$ cat src/pkg/timer_cfg.svh
`ifndef TIMER_CFG_SVH
`define TIMER_CFG_SVH

// Register indices on the plain register port
`define ADDR_W          4
`define A_COUNTER       4'h0
`define A_CYCLE         4'h1
`define A_WIDTH         4'h2
`define A_MODE          4'h3
`define A_CRC           4'h4
`define A_TOC           4'h5
`define A_PRM           4'h6

// Mode field values
`define MODE_STOP       2'h0
`define MODE_FREE       2'h1
`define MODE_EDGE       2'h2
`define MODE_PPG        2'h3

// Mode control register fields
`define MODE_LSB        2
`define MODE_MSB        3
`define OVF_BIT         0

// Capture/compare control fields
`define CRC_CYC_CAP     0
`define CRC_CYC_OPP     1
`define CRC_WID_CAP     2
`define CRC_W           3

// Output control fields
`define TOC_PIN_EN      0
`define TOC_INV_CYC     1
`define TOC_LVL_RST     2
`define TOC_LVL_SET     3
`define TOC_INV_WID     4
`define TOC_OS_EN       5
`define TOC_OS_TRIG     6
`define TOC_W           6

// Prescaler mode fields
`define PRM_EA_LSB      0
`define PRM_EA_MSB      1
`define PRM_EB_LSB      2
`define PRM_EB_MSB      3
`define PRM_DIV_LSB     4
`define PRM_DIV_MSB     6

// Edge select codes
`define EDGE_FALL       2'h0
`define EDGE_RISE       2'h1
`define EDGE_BOTH       2'h3

// Counter limits and reset values
`define CNT_ZERO        16'h0000
`define CNT_MAX         16'hFFFF
`define CNT_ONE         16'h0001
`define DIV_ZERO        7'h00
`define DIV_ONE         7'h01
`define RST_REG16       16'h0000
`define RST_PRM         8'h00

`endif

$ cat src/pkg/timer_pkg.sv
package timer_pkg;

	// One-shot pulse progress
	typedef enum logic [1:0] {
		OS_IDLE,
		OS_WAIT,
		OS_ACTIVE
	} oneshot_phase_t;

	// Whole state of the timer, registered in one process
	typedef struct packed {
		logic            rst_meta;
		logic            rst_sync;
	} reset_sync_t;

	typedef struct packed {
		logic [15:0]     up_counter;
		logic [15:0]     cycle_register;
		logic [15:0]     width_register;
		logic [1:0]      mode;
		logic            overflow_flag;
		logic [2:0]      capture_compare_ctrl;
		logic [5:0]      output_control_reg;
		logic [7:0]      prescaler_mode_reg;
		logic [6:0]      div;
		logic            prev_a;
		logic            prev_b;
		logic            pend_a_valid;
		logic            pend_a_opp;
		logic            pend_b_valid;
		logic            trig_pend;
		logic            irq0_pend;
		logic            irq1_pend;
		logic            irq0;
		logic            irq1;
		logic            out_level;
		logic            pin;
		oneshot_phase_t  os_phase;
		logic [15:0]     rd_data;
	} timer_state_t;

endpackage

$ cat src/rtl/timer_ppg_oneshot_capture.sv
// Design decisions made here: the register addresses and the plain strobed port.
`timescale 1ns/1ps
`include "timer_cfg.svh"

// Function
// - Mode 11 restarts counter on cycle match and drives a pulse train on output.
// - Pulse-generator period is cycle value plus one count clocks.
// - Pulse-generator high time is width value plus one count clocks.
// - Pulse-generator cycle match raises compare interrupt zero and clears counter.
// - Pulse-generator width match raises compare interrupt one, counter keeps running.
// - One-shot allowed only in modes 01 or 10 with one-shot enable set.
// - Trigger bit or valid edge on input a restarts counter, emits one pulse.
// - One-shot cycle match raises interrupt zero and inverts the output.
// - One-shot width match raises interrupt one and inverts the output.
// - One-shot output goes active after M+1 counts, stays N-M counts.
// - Mode 01: edge on input a captures to width, input b to cycle.
// - Single-input free-run: opposite edge captures cycle, valid edge captures width.
// - Mode 10: valid edge captures width then clears counter; opposite edge captures cycle.
// - Overflow flag holds until software clears it; set beats clear.
// - Cycle capture source selectable as input a or b; width always input a.
// - Opposite-edge capture into cycle register raises no interrupt zero.
// - Free-running counter wraps from FFFF to 0000 and sets overflow.
// - Counter stopped in mode 00, runs in every other mode.
// - Capture on a count clock, its interrupt on the following count clock.
module timer_ppg_oneshot_capture
	import timer_pkg::*;
(
	input  wire logic                core_clk,
	input  wire logic                rst_b,
	input  wire logic [`ADDR_W-1:0]  reg_addr,
	input  wire logic [15:0]         reg_wdata,
	input  wire logic                reg_wr,
	input  wire logic                reg_rd,
	output logic      [15:0]         reg_rdata,
	input  wire logic                capture_input_a,
	input  wire logic                capture_input_b,
	output logic                     timer_out_pin,
	output logic                     match_irq_zero,
	output logic                     match_irq_one
);

	////////////////////////////////////////////////////////////////////////////////
	// Reset release

	reset_sync_t  rs_q;
	logic         rst_int_b;

	// Assert at once, release through two flops so no flop sees a ragged edge
	// Limitation: counting can begin only two core clocks after the pin rises
	always_ff @(posedge core_clk or negedge rst_b)
	begin
		if (!rst_b)
			rs_q <= '0;
		else
			rs_q <= '{rst_meta: 1'b1, rst_sync: rs_q.rst_meta};
	end

	assign rst_int_b = rs_q.rst_sync;

	////////////////////////////////////////////////////////////////////////////////
	// Edge qualifier shared by both capture inputs
	// With both edges selected there is no opposite edge, so it never fires

	function automatic logic edge_hit(
		input logic       prev,
		input logic       cur,
		input logic [1:0] sel,
		input logic       opp
	);
		logic rise;
		logic fall;
		logic hit;
		rise = !prev && cur;
		fall = prev && !cur;
		case (sel)
			`EDGE_FALL: hit = opp ? rise : fall;
			`EDGE_RISE: hit = opp ? fall : rise;
			`EDGE_BOTH: hit = opp ? 1'b0 : (rise || fall);
			default:    hit = 1'b0;
		endcase
		return hit;
	endfunction

	////////////////////////////////////////////////////////////////////////////////
	// Next-state logic

	timer_state_t s_q;
	timer_state_t s_d;

	logic        tick;
	logic [6:0]  div_lim;
	logic [15:0] next_cnt;
	logic        m_cyc;
	logic        m_wid;
	logic        os_mode;
	logic        os_start;
	logic        cyc_src;
	logic [1:0]  sel_a;
	logic [1:0]  sel_b;
	logic        hit_a_valid;
	logic        hit_a_opp;
	logic        hit_b_valid;
	logic        trig_wr;

	// Count clock is a one-cycle enable every 2^n core clocks
	// Seven divider bits cover the largest prescale of 2^7 core clocks
	// The divider only runs while the counter runs, so a start is always aligned
	assign div_lim = 7'((8'h01 << s_q.prescaler_mode_reg[`PRM_DIV_MSB:`PRM_DIV_LSB]) - 8'h01);
	assign tick    = (s_q.mode != `MODE_STOP) && (s_q.div == div_lim);
	assign sel_a   = s_q.prescaler_mode_reg[`PRM_EA_MSB:`PRM_EA_LSB];
	assign sel_b   = s_q.prescaler_mode_reg[`PRM_EB_MSB:`PRM_EB_LSB];

	// Pin edges and the trigger strobe of this core clock, seen before any tick
	assign hit_a_valid = edge_hit(s_q.prev_a, capture_input_a, sel_a, 1'b0);
	assign hit_a_opp   = edge_hit(s_q.prev_a, capture_input_a, sel_a, 1'b1);
	assign hit_b_valid = edge_hit(s_q.prev_b, capture_input_b, sel_b, 1'b0);
	assign trig_wr     = reg_wr && (reg_addr == `A_TOC) && reg_wdata[`TOC_OS_TRIG];

	// One-shot only exists in free-running and edge-restart modes
	assign os_mode = s_q.output_control_reg[`TOC_OS_EN] &&
		((s_q.mode == `MODE_FREE) || (s_q.mode == `MODE_EDGE));

	// Next state: bus writes first, then pin edges, then the work of a count clock
	always_comb
	begin
		s_d      = s_q;
		next_cnt = s_q.up_counter + `CNT_ONE;
		m_cyc    = 1'b0;
		m_wid    = 1'b0;
		os_start = 1'b0;
		cyc_src  = 1'b0;
		s_d.irq0    = 1'b0;
		s_d.irq1    = 1'b0;
		s_d.rd_data = `RST_REG16;

		// Register writes; hardware updates below override where they collide
		// The counter index is read only; a write to it falls to the default arm
		if (reg_wr)
		begin
			unique case (reg_addr)
				`A_CYCLE:
					s_d.cycle_register = reg_wdata;
				`A_WIDTH:
					s_d.width_register = reg_wdata;
				`A_MODE:
				begin
					s_d.mode          = reg_wdata[`MODE_MSB:`MODE_LSB];
					s_d.overflow_flag = reg_wdata[`OVF_BIT];
				end
				`A_CRC:
					s_d.capture_compare_ctrl = reg_wdata[`CRC_W-1:0];
				`A_TOC:
				begin
					s_d.output_control_reg = reg_wdata[`TOC_W-1:0];
					// Trigger bit is a strobe: remembered until the next count clock
					if (reg_wdata[`TOC_OS_TRIG])
						s_d.trig_pend = 1'b1;
					// Manual level set/clear only while the counter is stopped
					if (s_q.mode == `MODE_STOP && reg_wdata[`TOC_LVL_SET] &&
						!reg_wdata[`TOC_LVL_RST])
						s_d.out_level = 1'b1;
					if (s_q.mode == `MODE_STOP && reg_wdata[`TOC_LVL_RST] &&
						!reg_wdata[`TOC_LVL_SET])
						s_d.out_level = 1'b0;
				end
				`A_PRM:
					s_d.prescaler_mode_reg = reg_wdata[7:0];
				default:
					s_d.rd_data = s_d.rd_data;
			endcase
		end

		// Read data stands only in the cycle after the strobe
		// The trigger bit is not stored, so it reads back as zero
		if (reg_rd)
		begin
			unique case (reg_addr)
				`A_COUNTER: s_d.rd_data = s_q.up_counter;
				`A_CYCLE:   s_d.rd_data = s_q.cycle_register;
				`A_WIDTH:   s_d.rd_data = s_q.width_register;
				`A_MODE:    s_d.rd_data = {12'h000, s_q.mode, 1'b0, s_q.overflow_flag};
				`A_CRC:     s_d.rd_data = {13'h0000, s_q.capture_compare_ctrl};
				`A_TOC:     s_d.rd_data = {10'h000, s_q.output_control_reg};
				`A_PRM:     s_d.rd_data = {8'h00, s_q.prescaler_mode_reg};
				default:    s_d.rd_data = `RST_REG16;
			endcase
		end

		// Edges are caught every core clock and held until the count clock
		// Caught edges are dropped only in mode 00, where the counter is stopped, never on a slow count clock
		s_d.prev_a = capture_input_a;
		s_d.prev_b = capture_input_b;
		if (hit_a_valid)
			s_d.pend_a_valid = 1'b1;
		if (hit_a_opp)
			s_d.pend_a_opp = 1'b1;
		if (hit_b_valid)
			s_d.pend_b_valid = 1'b1;

		if (s_q.mode == `MODE_STOP)
		begin
			// Stopped: counter parked at zero, no edge or interrupt pending; a trigger strobe stays pending
			s_d.up_counter   = `CNT_ZERO;
			s_d.div          = `DIV_ZERO;
			s_d.pend_a_valid = 1'b0;
			s_d.pend_a_opp   = 1'b0;
			s_d.pend_b_valid = 1'b0;
			s_d.irq0_pend    = 1'b0;
			s_d.irq1_pend    = 1'b0;
			s_d.os_phase     = OS_IDLE;
		end
		else if (!tick)
			s_d.div = s_q.div + `DIV_ONE;
		else
		begin
			s_d.div = `DIV_ZERO;

			// Interrupts of last count clock's captures come out now
			s_d.irq0      = s_q.irq0_pend;
			s_d.irq1      = s_q.irq1_pend;
			s_d.irq0_pend = 1'b0;
			s_d.irq1_pend = 1'b0;

			// Compare matches only on registers not used for capture
			// A register in capture use would otherwise match its own captured count
			m_cyc = !s_q.capture_compare_ctrl[`CRC_CYC_CAP] &&
				(s_q.up_counter == s_q.cycle_register);
			m_wid = !s_q.capture_compare_ctrl[`CRC_WID_CAP] &&
				(s_q.up_counter == s_q.width_register);
			if (m_cyc)
				s_d.irq0 = 1'b1;
			if (m_wid)
				s_d.irq1 = 1'b1;

			// Wrap from the top sets overflow, also via a cycle match at FFFF
			if (s_q.up_counter == `CNT_MAX)
				s_d.overflow_flag = 1'b1;

			if (s_q.mode == `MODE_PPG)
			begin
				// Output high from restart through width match: N+1 period, M+1 high
				// Set and clear, not toggle, so a missed match cannot lock it inverted
				if (m_cyc)
				begin
					next_cnt = `CNT_ZERO;
					if (s_q.output_control_reg[`TOC_INV_CYC])
						s_d.out_level = 1'b1;
				end
				if (m_wid && s_q.output_control_reg[`TOC_INV_WID])
					s_d.out_level = 1'b0;
			end
			else if (os_mode)
			begin
				// Either match inverts: first one starts the pulse, second ends it
				// A trigger during a pulse restarts the count but not the level; software must not rely on that
				os_start = s_q.trig_pend || s_q.pend_a_valid;
				if ((m_cyc || m_wid) && s_q.os_phase != OS_IDLE)
				begin
					s_d.out_level = !s_q.out_level;
					s_d.os_phase  = (s_q.os_phase == OS_WAIT) ? OS_ACTIVE : OS_IDLE;
				end
				if (os_start)
				begin
					next_cnt     = `CNT_ZERO;
					s_d.os_phase = OS_WAIT;
				end
			end
			else
			begin
				// Free-running or edge-restart compare: each enabled match toggles the output
				if ((m_cyc && s_q.output_control_reg[`TOC_INV_CYC]) !=
					(m_wid && s_q.output_control_reg[`TOC_INV_WID]))
					s_d.out_level = !s_q.out_level;
			end

			// Width register always captures on the valid edge of input a
			if (s_q.capture_compare_ctrl[`CRC_WID_CAP] && s_q.pend_a_valid)
			begin
				s_d.width_register = s_q.up_counter;
				s_d.irq1_pend      = 1'b1;
			end

			// Cycle register captures on input b or on the opposite edge of input a
			cyc_src = s_q.capture_compare_ctrl[`CRC_CYC_OPP] ? s_q.pend_a_opp
				: s_q.pend_b_valid;
			if (s_q.capture_compare_ctrl[`CRC_CYC_CAP] && cyc_src)
			begin
				s_d.cycle_register = s_q.up_counter;
				// Opposite-phase capture is silent to avoid a spurious event
				if (!s_q.capture_compare_ctrl[`CRC_CYC_OPP])
					s_d.irq0_pend = 1'b1;
			end

			// Edge-restart mode clears after the capture has taken the old count
			if (s_q.mode == `MODE_EDGE && s_q.pend_a_valid)
				next_cnt = `CNT_ZERO;

			s_d.up_counter   = next_cnt;
			// Pending work is used up, but an edge or strobe of this very cycle
			// stays pending: the set wins, else every-cycle counting would lose it
			s_d.trig_pend    = trig_wr;
			s_d.pend_a_valid = hit_a_valid;
			s_d.pend_a_opp   = hit_a_opp;
			s_d.pend_b_valid = hit_b_valid;
		end

		// Pin follows the level only while the output is enabled
		s_d.pin = s_q.output_control_reg[`TOC_PIN_EN] && s_d.out_level;
	end

	////////////////////////////////////////////////////////////////////////////////
	// State register
	// Cleared by the released reset copy, never straight from the pin

	always_ff @(posedge core_clk or negedge rst_int_b)
	begin
		if (!rst_int_b)
		begin
			s_q <= '{
				up_counter:           `CNT_ZERO,
				cycle_register:       `RST_REG16,
				width_register:       `RST_REG16,
				mode:                 `MODE_STOP,
				prescaler_mode_reg:   `RST_PRM,
				div:                  `DIV_ZERO,
				os_phase:             OS_IDLE,
				rd_data:              `RST_REG16,
				default:              1'b0
			};
		end
		else
			s_q <= s_d;
	end

	// Outputs straight from the state flops
	// No gate sits between these flops and the pins, so no output glitches
	assign reg_rdata      = s_q.rd_data;
	assign timer_out_pin  = s_q.pin;
	assign match_irq_zero = s_q.irq0;
	assign match_irq_one  = s_q.irq1;

endmodule // timer_ppg_oneshot_capture

$ cat config.mk
export PLATFORM = sky130hd
export DESIGN_NAME = timer_ppg_oneshot_capture
export DESIGN_NICKNAME = d
export VERILOG_FILES = /design/src/pkg/timer_pkg.sv /design/src/rtl/timer_ppg_oneshot_capture.sv
export VERILOG_INCLUDE_DIRS = /design/src /design/src/pkg
export SDC_FILE = /design/constraint.sdc
export NUM_CORES = 1
export LEC_CHECK = 0
export ABC_AREA = 1
export BUFFER_PORTS_ARGS = -buffer_cell sky130_fd_sc_hd__buf_2
export CAP_MARGIN = 20
export CORE_ASPECT_RATIO = 1.2
export CORE_MARGIN = 1.5
export CORE_UTILIZATION = 60
export DETAILED_ROUTE_END_ITERATION = 6
export GPL_TIMING_DRIVEN = 0
export PLACE_DENSITY_LB_ADDON = 0.1
export SLEW_MARGIN = 20
export SYNTH_ARGS = -nofsm -noshare
export SYNTH_HDL_FRONTEND = slang
export SYNTH_SLANG_ARGS = --single-unit
$ cat constraint.sdc
create_clock -name core_clk -period 4.6 [get_ports core_clk]
set_input_delay 0.92 -clock core_clk [delete_from_list [all_inputs] [get_ports core_clk]]
set_output_delay 0.92 -clock core_clk [all_outputs]
set_load 0.02 [all_outputs]
## Yosys cells after proc, flatten, opt, wreduce, memory -nomap -nowiden

Cells that the tools add are included.

- Input port bits: 26
- Word-level logic and storage cells: 163
- Bits in registers: 107

- Shift operators: 1
- Add/subtract/negate cells: 3
- Eq/ne operators: 20
- Muxes and demuxes: 62
- Reductions and logical operators: 52

Operators with widths:

| operator | number |
|---|---|
| 2-to-1 mux 16 bit | 11 |
| case mux 16 bit (7 select lines) | 1 |
| 2-to-1 mux 52 bit | 1 |
| 2-to-1 mux 48 bit | 1 |
| == test 16 bit | 2 |
| 2-to-1 mux 32 bit | 1 |
| 2-to-1 mux 1 bit | 27 |
| logical AND 1 bit | 21 |
| adder 16 x 1 -> 16 bit (second input constant) | 1 |
| == test 16 bit (second input constant) | 1 |
| 2-to-1 mux 2 bit | 8 |
| 2-to-1 mux 7 bit | 2 |
| == test 4 x 3 -> 1 bit (second input constant) | 3 |
| 2-to-1 mux 3 bit | 4 |
| nonzero test 3 bit | 4 |
| zero test 1 bit | 9 |
| 2-to-1 mux 9 bit | 1 |
| == test 2 x 1 -> 1 bit (second input constant) | 4 |
| == test 2 bit (second input constant) | 4 |
| == test 4 x 2 -> 1 bit (second input constant) | 2 |
| 2-to-1 mux 8 bit | 1 |
| AND reduction 2 bit | 4 |
| nonzero test 2 bit | 4 |
| adder 7 x 1 -> 7 bit (second input constant) | 1 |
| other kinds (13) | 20 |

## Logic depth before layout (Yosys ltp)

- Word-level depth: 14
- Mapped depth: 16
- Depth with buffers taken out: 16

## Worst setup path after synthesis

OpenSTA, ideal clock, no wires.

- Path type: input to register
- From: input reg_addr[2]
- To: register s_q (netlist bit timer_out_pin)
- Library setup time: 116 ps
- Data required time: 4484 ps
- Buffers on the path: 1
- Path slack: 2225 ps
- Stages on the path: 14
- Data arrival time: 2259 ps
- Cells stage by stage: inv_1 -> nor2_1 -> nand2_1 -> nor2_1 -> buf_2 -> nand2_1 -> o22ai_1 -> nand3_1 -> nand3_1 -> nand2_1 -> nand2_1 -> nand2_1 -> nand2_1 -> nor2_1

RTL lines:

| what | RTL line | RTL |
|---|---|---|
| from (decl) | timer_ppg_oneshot_capture.sv:30 | `` input wire logic [`ADDR_W-1:0] reg_addr, `` |
| to (signal assigned) | timer_ppg_oneshot_capture.sv:319 | `s_q <= '{` |
| to (decl) | timer_ppg_oneshot_capture.sv:87 | `timer_state_t s_q;` |

==> run summary <==
outcome - completed
# rows - 40
die width - 94.9 µm
Lkg Pwr - 3.44 nW
Boundary Pins - 45
Diodes inserted - 0
multi-input logic area - 0.00276 mm²
most frequent cells in the layout - 198 x nand2_1, 106 x dfrtp_1, 85 x inv_1
Vias per Instance - 5.86
Core Region - 0.00996 mm²
final setup violation count - 0
largest net degree at the start of global routing - 54
YS warnings - 0
DRC - 0
Unique masters post-synth - 43
share of cells above drive strength 1 - 0.156
vias in the first global route - 5596
Mapped Cells - 791
max-cap violations - 0
Hold Crit Class - input port to asynchronous set/reset pin
fillers - 848
critical path class - flop to flop
TritonCTS Buffers - 9
die area - 0.0108 mm²
Synth area leader - dfrtp_1
Yosys top cell area share - 0.440
DRT iter0 DRCs - 449
Setup crit end kind - flop
routed len/inst - 18.8 µm
initial antenna violation count - 0
buffers added on ports - 43
min Tclk post-route - 2.93 ns
Worst Tran Pin Value - 0.826 ns
global-route wire length before repair - 29100 µm
routed via count - 5730
design area - 0.00683 mm²
antenna-violating nets left - 0
pwr/cell area - 446 mW/mm²
commonest non-fill, non-tap cell in the layout - nand2_1
Synth Flop Type - dfrtp_1
Nets - 882
Clock Skew - 0.0109 ns
Die Y - 113 µm
register area - 0.00268 mm²
Post-synth EDFFs - 0
VDD IR max - 237 µV
crit path max fanout - 10
RSZ-0062 raised after global routing - no
H-tree depth - 3
initial core utilization - 0.611
# clock sinks - 107
Overall Global Routing Usage - 0.363
Worst slew margin - 0.450
first-pass detailed-route iteration total - 5
Req. time, crit path - 4.80 ns
Slew Viols, Final - 0
Reg clk slew, reported paths - 0.07 ns
FFs w/ async S/R, synth - 1.00
CTS tree - built
Fin. Hold Viols - 0
post-synthesis average cell area - 7.69 µm²
WL final - 18400 µm
Clock Latency Late Sink - 0.35 ns
post-CTS setup buffers - 0
CP startpoint kind - flop
number of gates resized after cts - 0
register area share after synthesis - 0.440
area of the mapped netlist - 0.00608 mm²
Worst Path Arrival - 3.13 ns
Final period util - 0.636
synth top area cells - dfrtp_1 44%, nand2_1 12%, inv_1 5.2%
Post-DP HPWL - 13400 µm
CTS max path bufs - 2
#FFs+latches synth - 107
CTS root buffer - clkbuf_16
Peak Freq - 342 MHz
area growth from synthesis to layout - 12.3%
TNS Setup - 0 ns
hold buffer count at CTS - 0
Area after DPL - 0.00649 mm²
Mapped Nets - 827
Placer Congestion - 0.949
grt ovf - 0
## final timing paths
| check | start | to | slack, ns | cells after the start |
|---|---|---|---|---|
| min reg2reg | rs_q[1] | rst_int_b | 0.36 | 0 |
| max | s_q[42] | s_q[64] | 1.67 | 14 |
| max in group asynchronous | rst_int_b | reg_rdata[7] | 3.50 | 1 |
| min in group core_clk | rs_q[1] | rst_int_b | 0.36 | 0 |
| min | rst_b | rst_int_b | 0.34 | 1 |
| max reg2reg | s_q[42] | s_q[64] | 1.67 | 14 |
## critical path: stages, from the launching register on
cell and delay, ns:
dfrtp_1 0.46, nor2_1 0.19, nand2_1 0.11, ha_1 0.34
nand2_1 0.06, o21ai_0 0.07, nor3_1 0.17, nand3_1 0.10
nor2_2 0.10, nand2_2 0.16, nor2_4 0.21, nand3_2 0.15
clkbuf_1 0.36, nor2_1 0.22, a31oi_1 0.07
## per-stage QoR
stage / setup WS [ns] / cells / hold slack [ns] / util / power (mW)
after floorplan: 1.40 / 791 / 0.331 / - / 1.89
after global placement: 0.163 / 960 / 0.338 / 0.648 / 2.10
after detailed placement: 1.54 / 961 / 0.340 / 0.651 / 2.14
after CTS: 1.73 / 977 / 0.337 / 0.686 / 3.03
after global routing: 1.47 / 977 / 0.339 / 0.686 / 3.20
final: 1.67 / 977 / 0.343 / 0.686 / 3.05
## layout make-up
type                            instances  area share
Inverter                              103      0.0566
Timing Repair Buffer                   44      0.0355
Multi-Input combinational cell        538       0.405
Sequential cell                       107       0.393
Tap cell                              126      0.0231
Clock inverter                          5      0.0147
Buffer                                 43      0.0372
Clock buffer                           11      0.0355
## kinds of logic after synthesis
logic type / after synthesis / share of synthesized area
XOR/XNOR: 24 / 0.0346
AND/OR/NAND/NOR: 354 / 0.244
AO/OA/AOI/OAI: 147 / 0.151
buffers and inverters: 146 / 0.105
multiplexers: 2 / 0.00370
adder cells (fa/ha/maj): 10 / 0.0206
flip-flops: 107 / 0.440
other: 1 / 0.000617
## cells in the mapped netlist, types with 2 or more instances
cell type,count
o21ai_2,16
a221oi_1,2
nand4_1,7
dfrtp_1,107
ha_1,10
nor2_2,3
nand3_2,3
o21ai_0,44
buf_2,5
xor2_1,11
nor3_2,2
mux2_2,2
nor2_1,82
inv_1,85
a21oi_1,10
buf_6,3
inv_2,18
a2111oi_0,3
o21ai_1,9
nand3_1,47
o22ai_1,34
nand3b_1,2
a31oi_1,18
o211ai_1,3
xnor2_1,13
nand2_1,198
clkbuf_1,15
nor3_1,6
buf_1,3
buf_4,17
## sequential cells by signal, indices dropped and copies added (netlist names)
signal          cells
timer_out_pin       1
match_irq_zero      1
reg_rdata          16
match_irq_one       1
s_q                86
rs_q                1
rst_int_b           1
## per-layer routing
layer,track usage,share of wire
met5,0,0
met4,0.205,0.050
met3,0.0598,0.073
met2,0.562,0.47
met1,0.480,0.41
## where the power goes
part	total, mW	internal (mW)	leakage, nW	switching [mW]
Clock	0.893	0.546	0.169	0.348
Combinational	0.838	0.316	1.90	0.522
Sequential	1.31	1.13	1.37	0.185
Note: power is estimated with default switching activity, not from simulation.
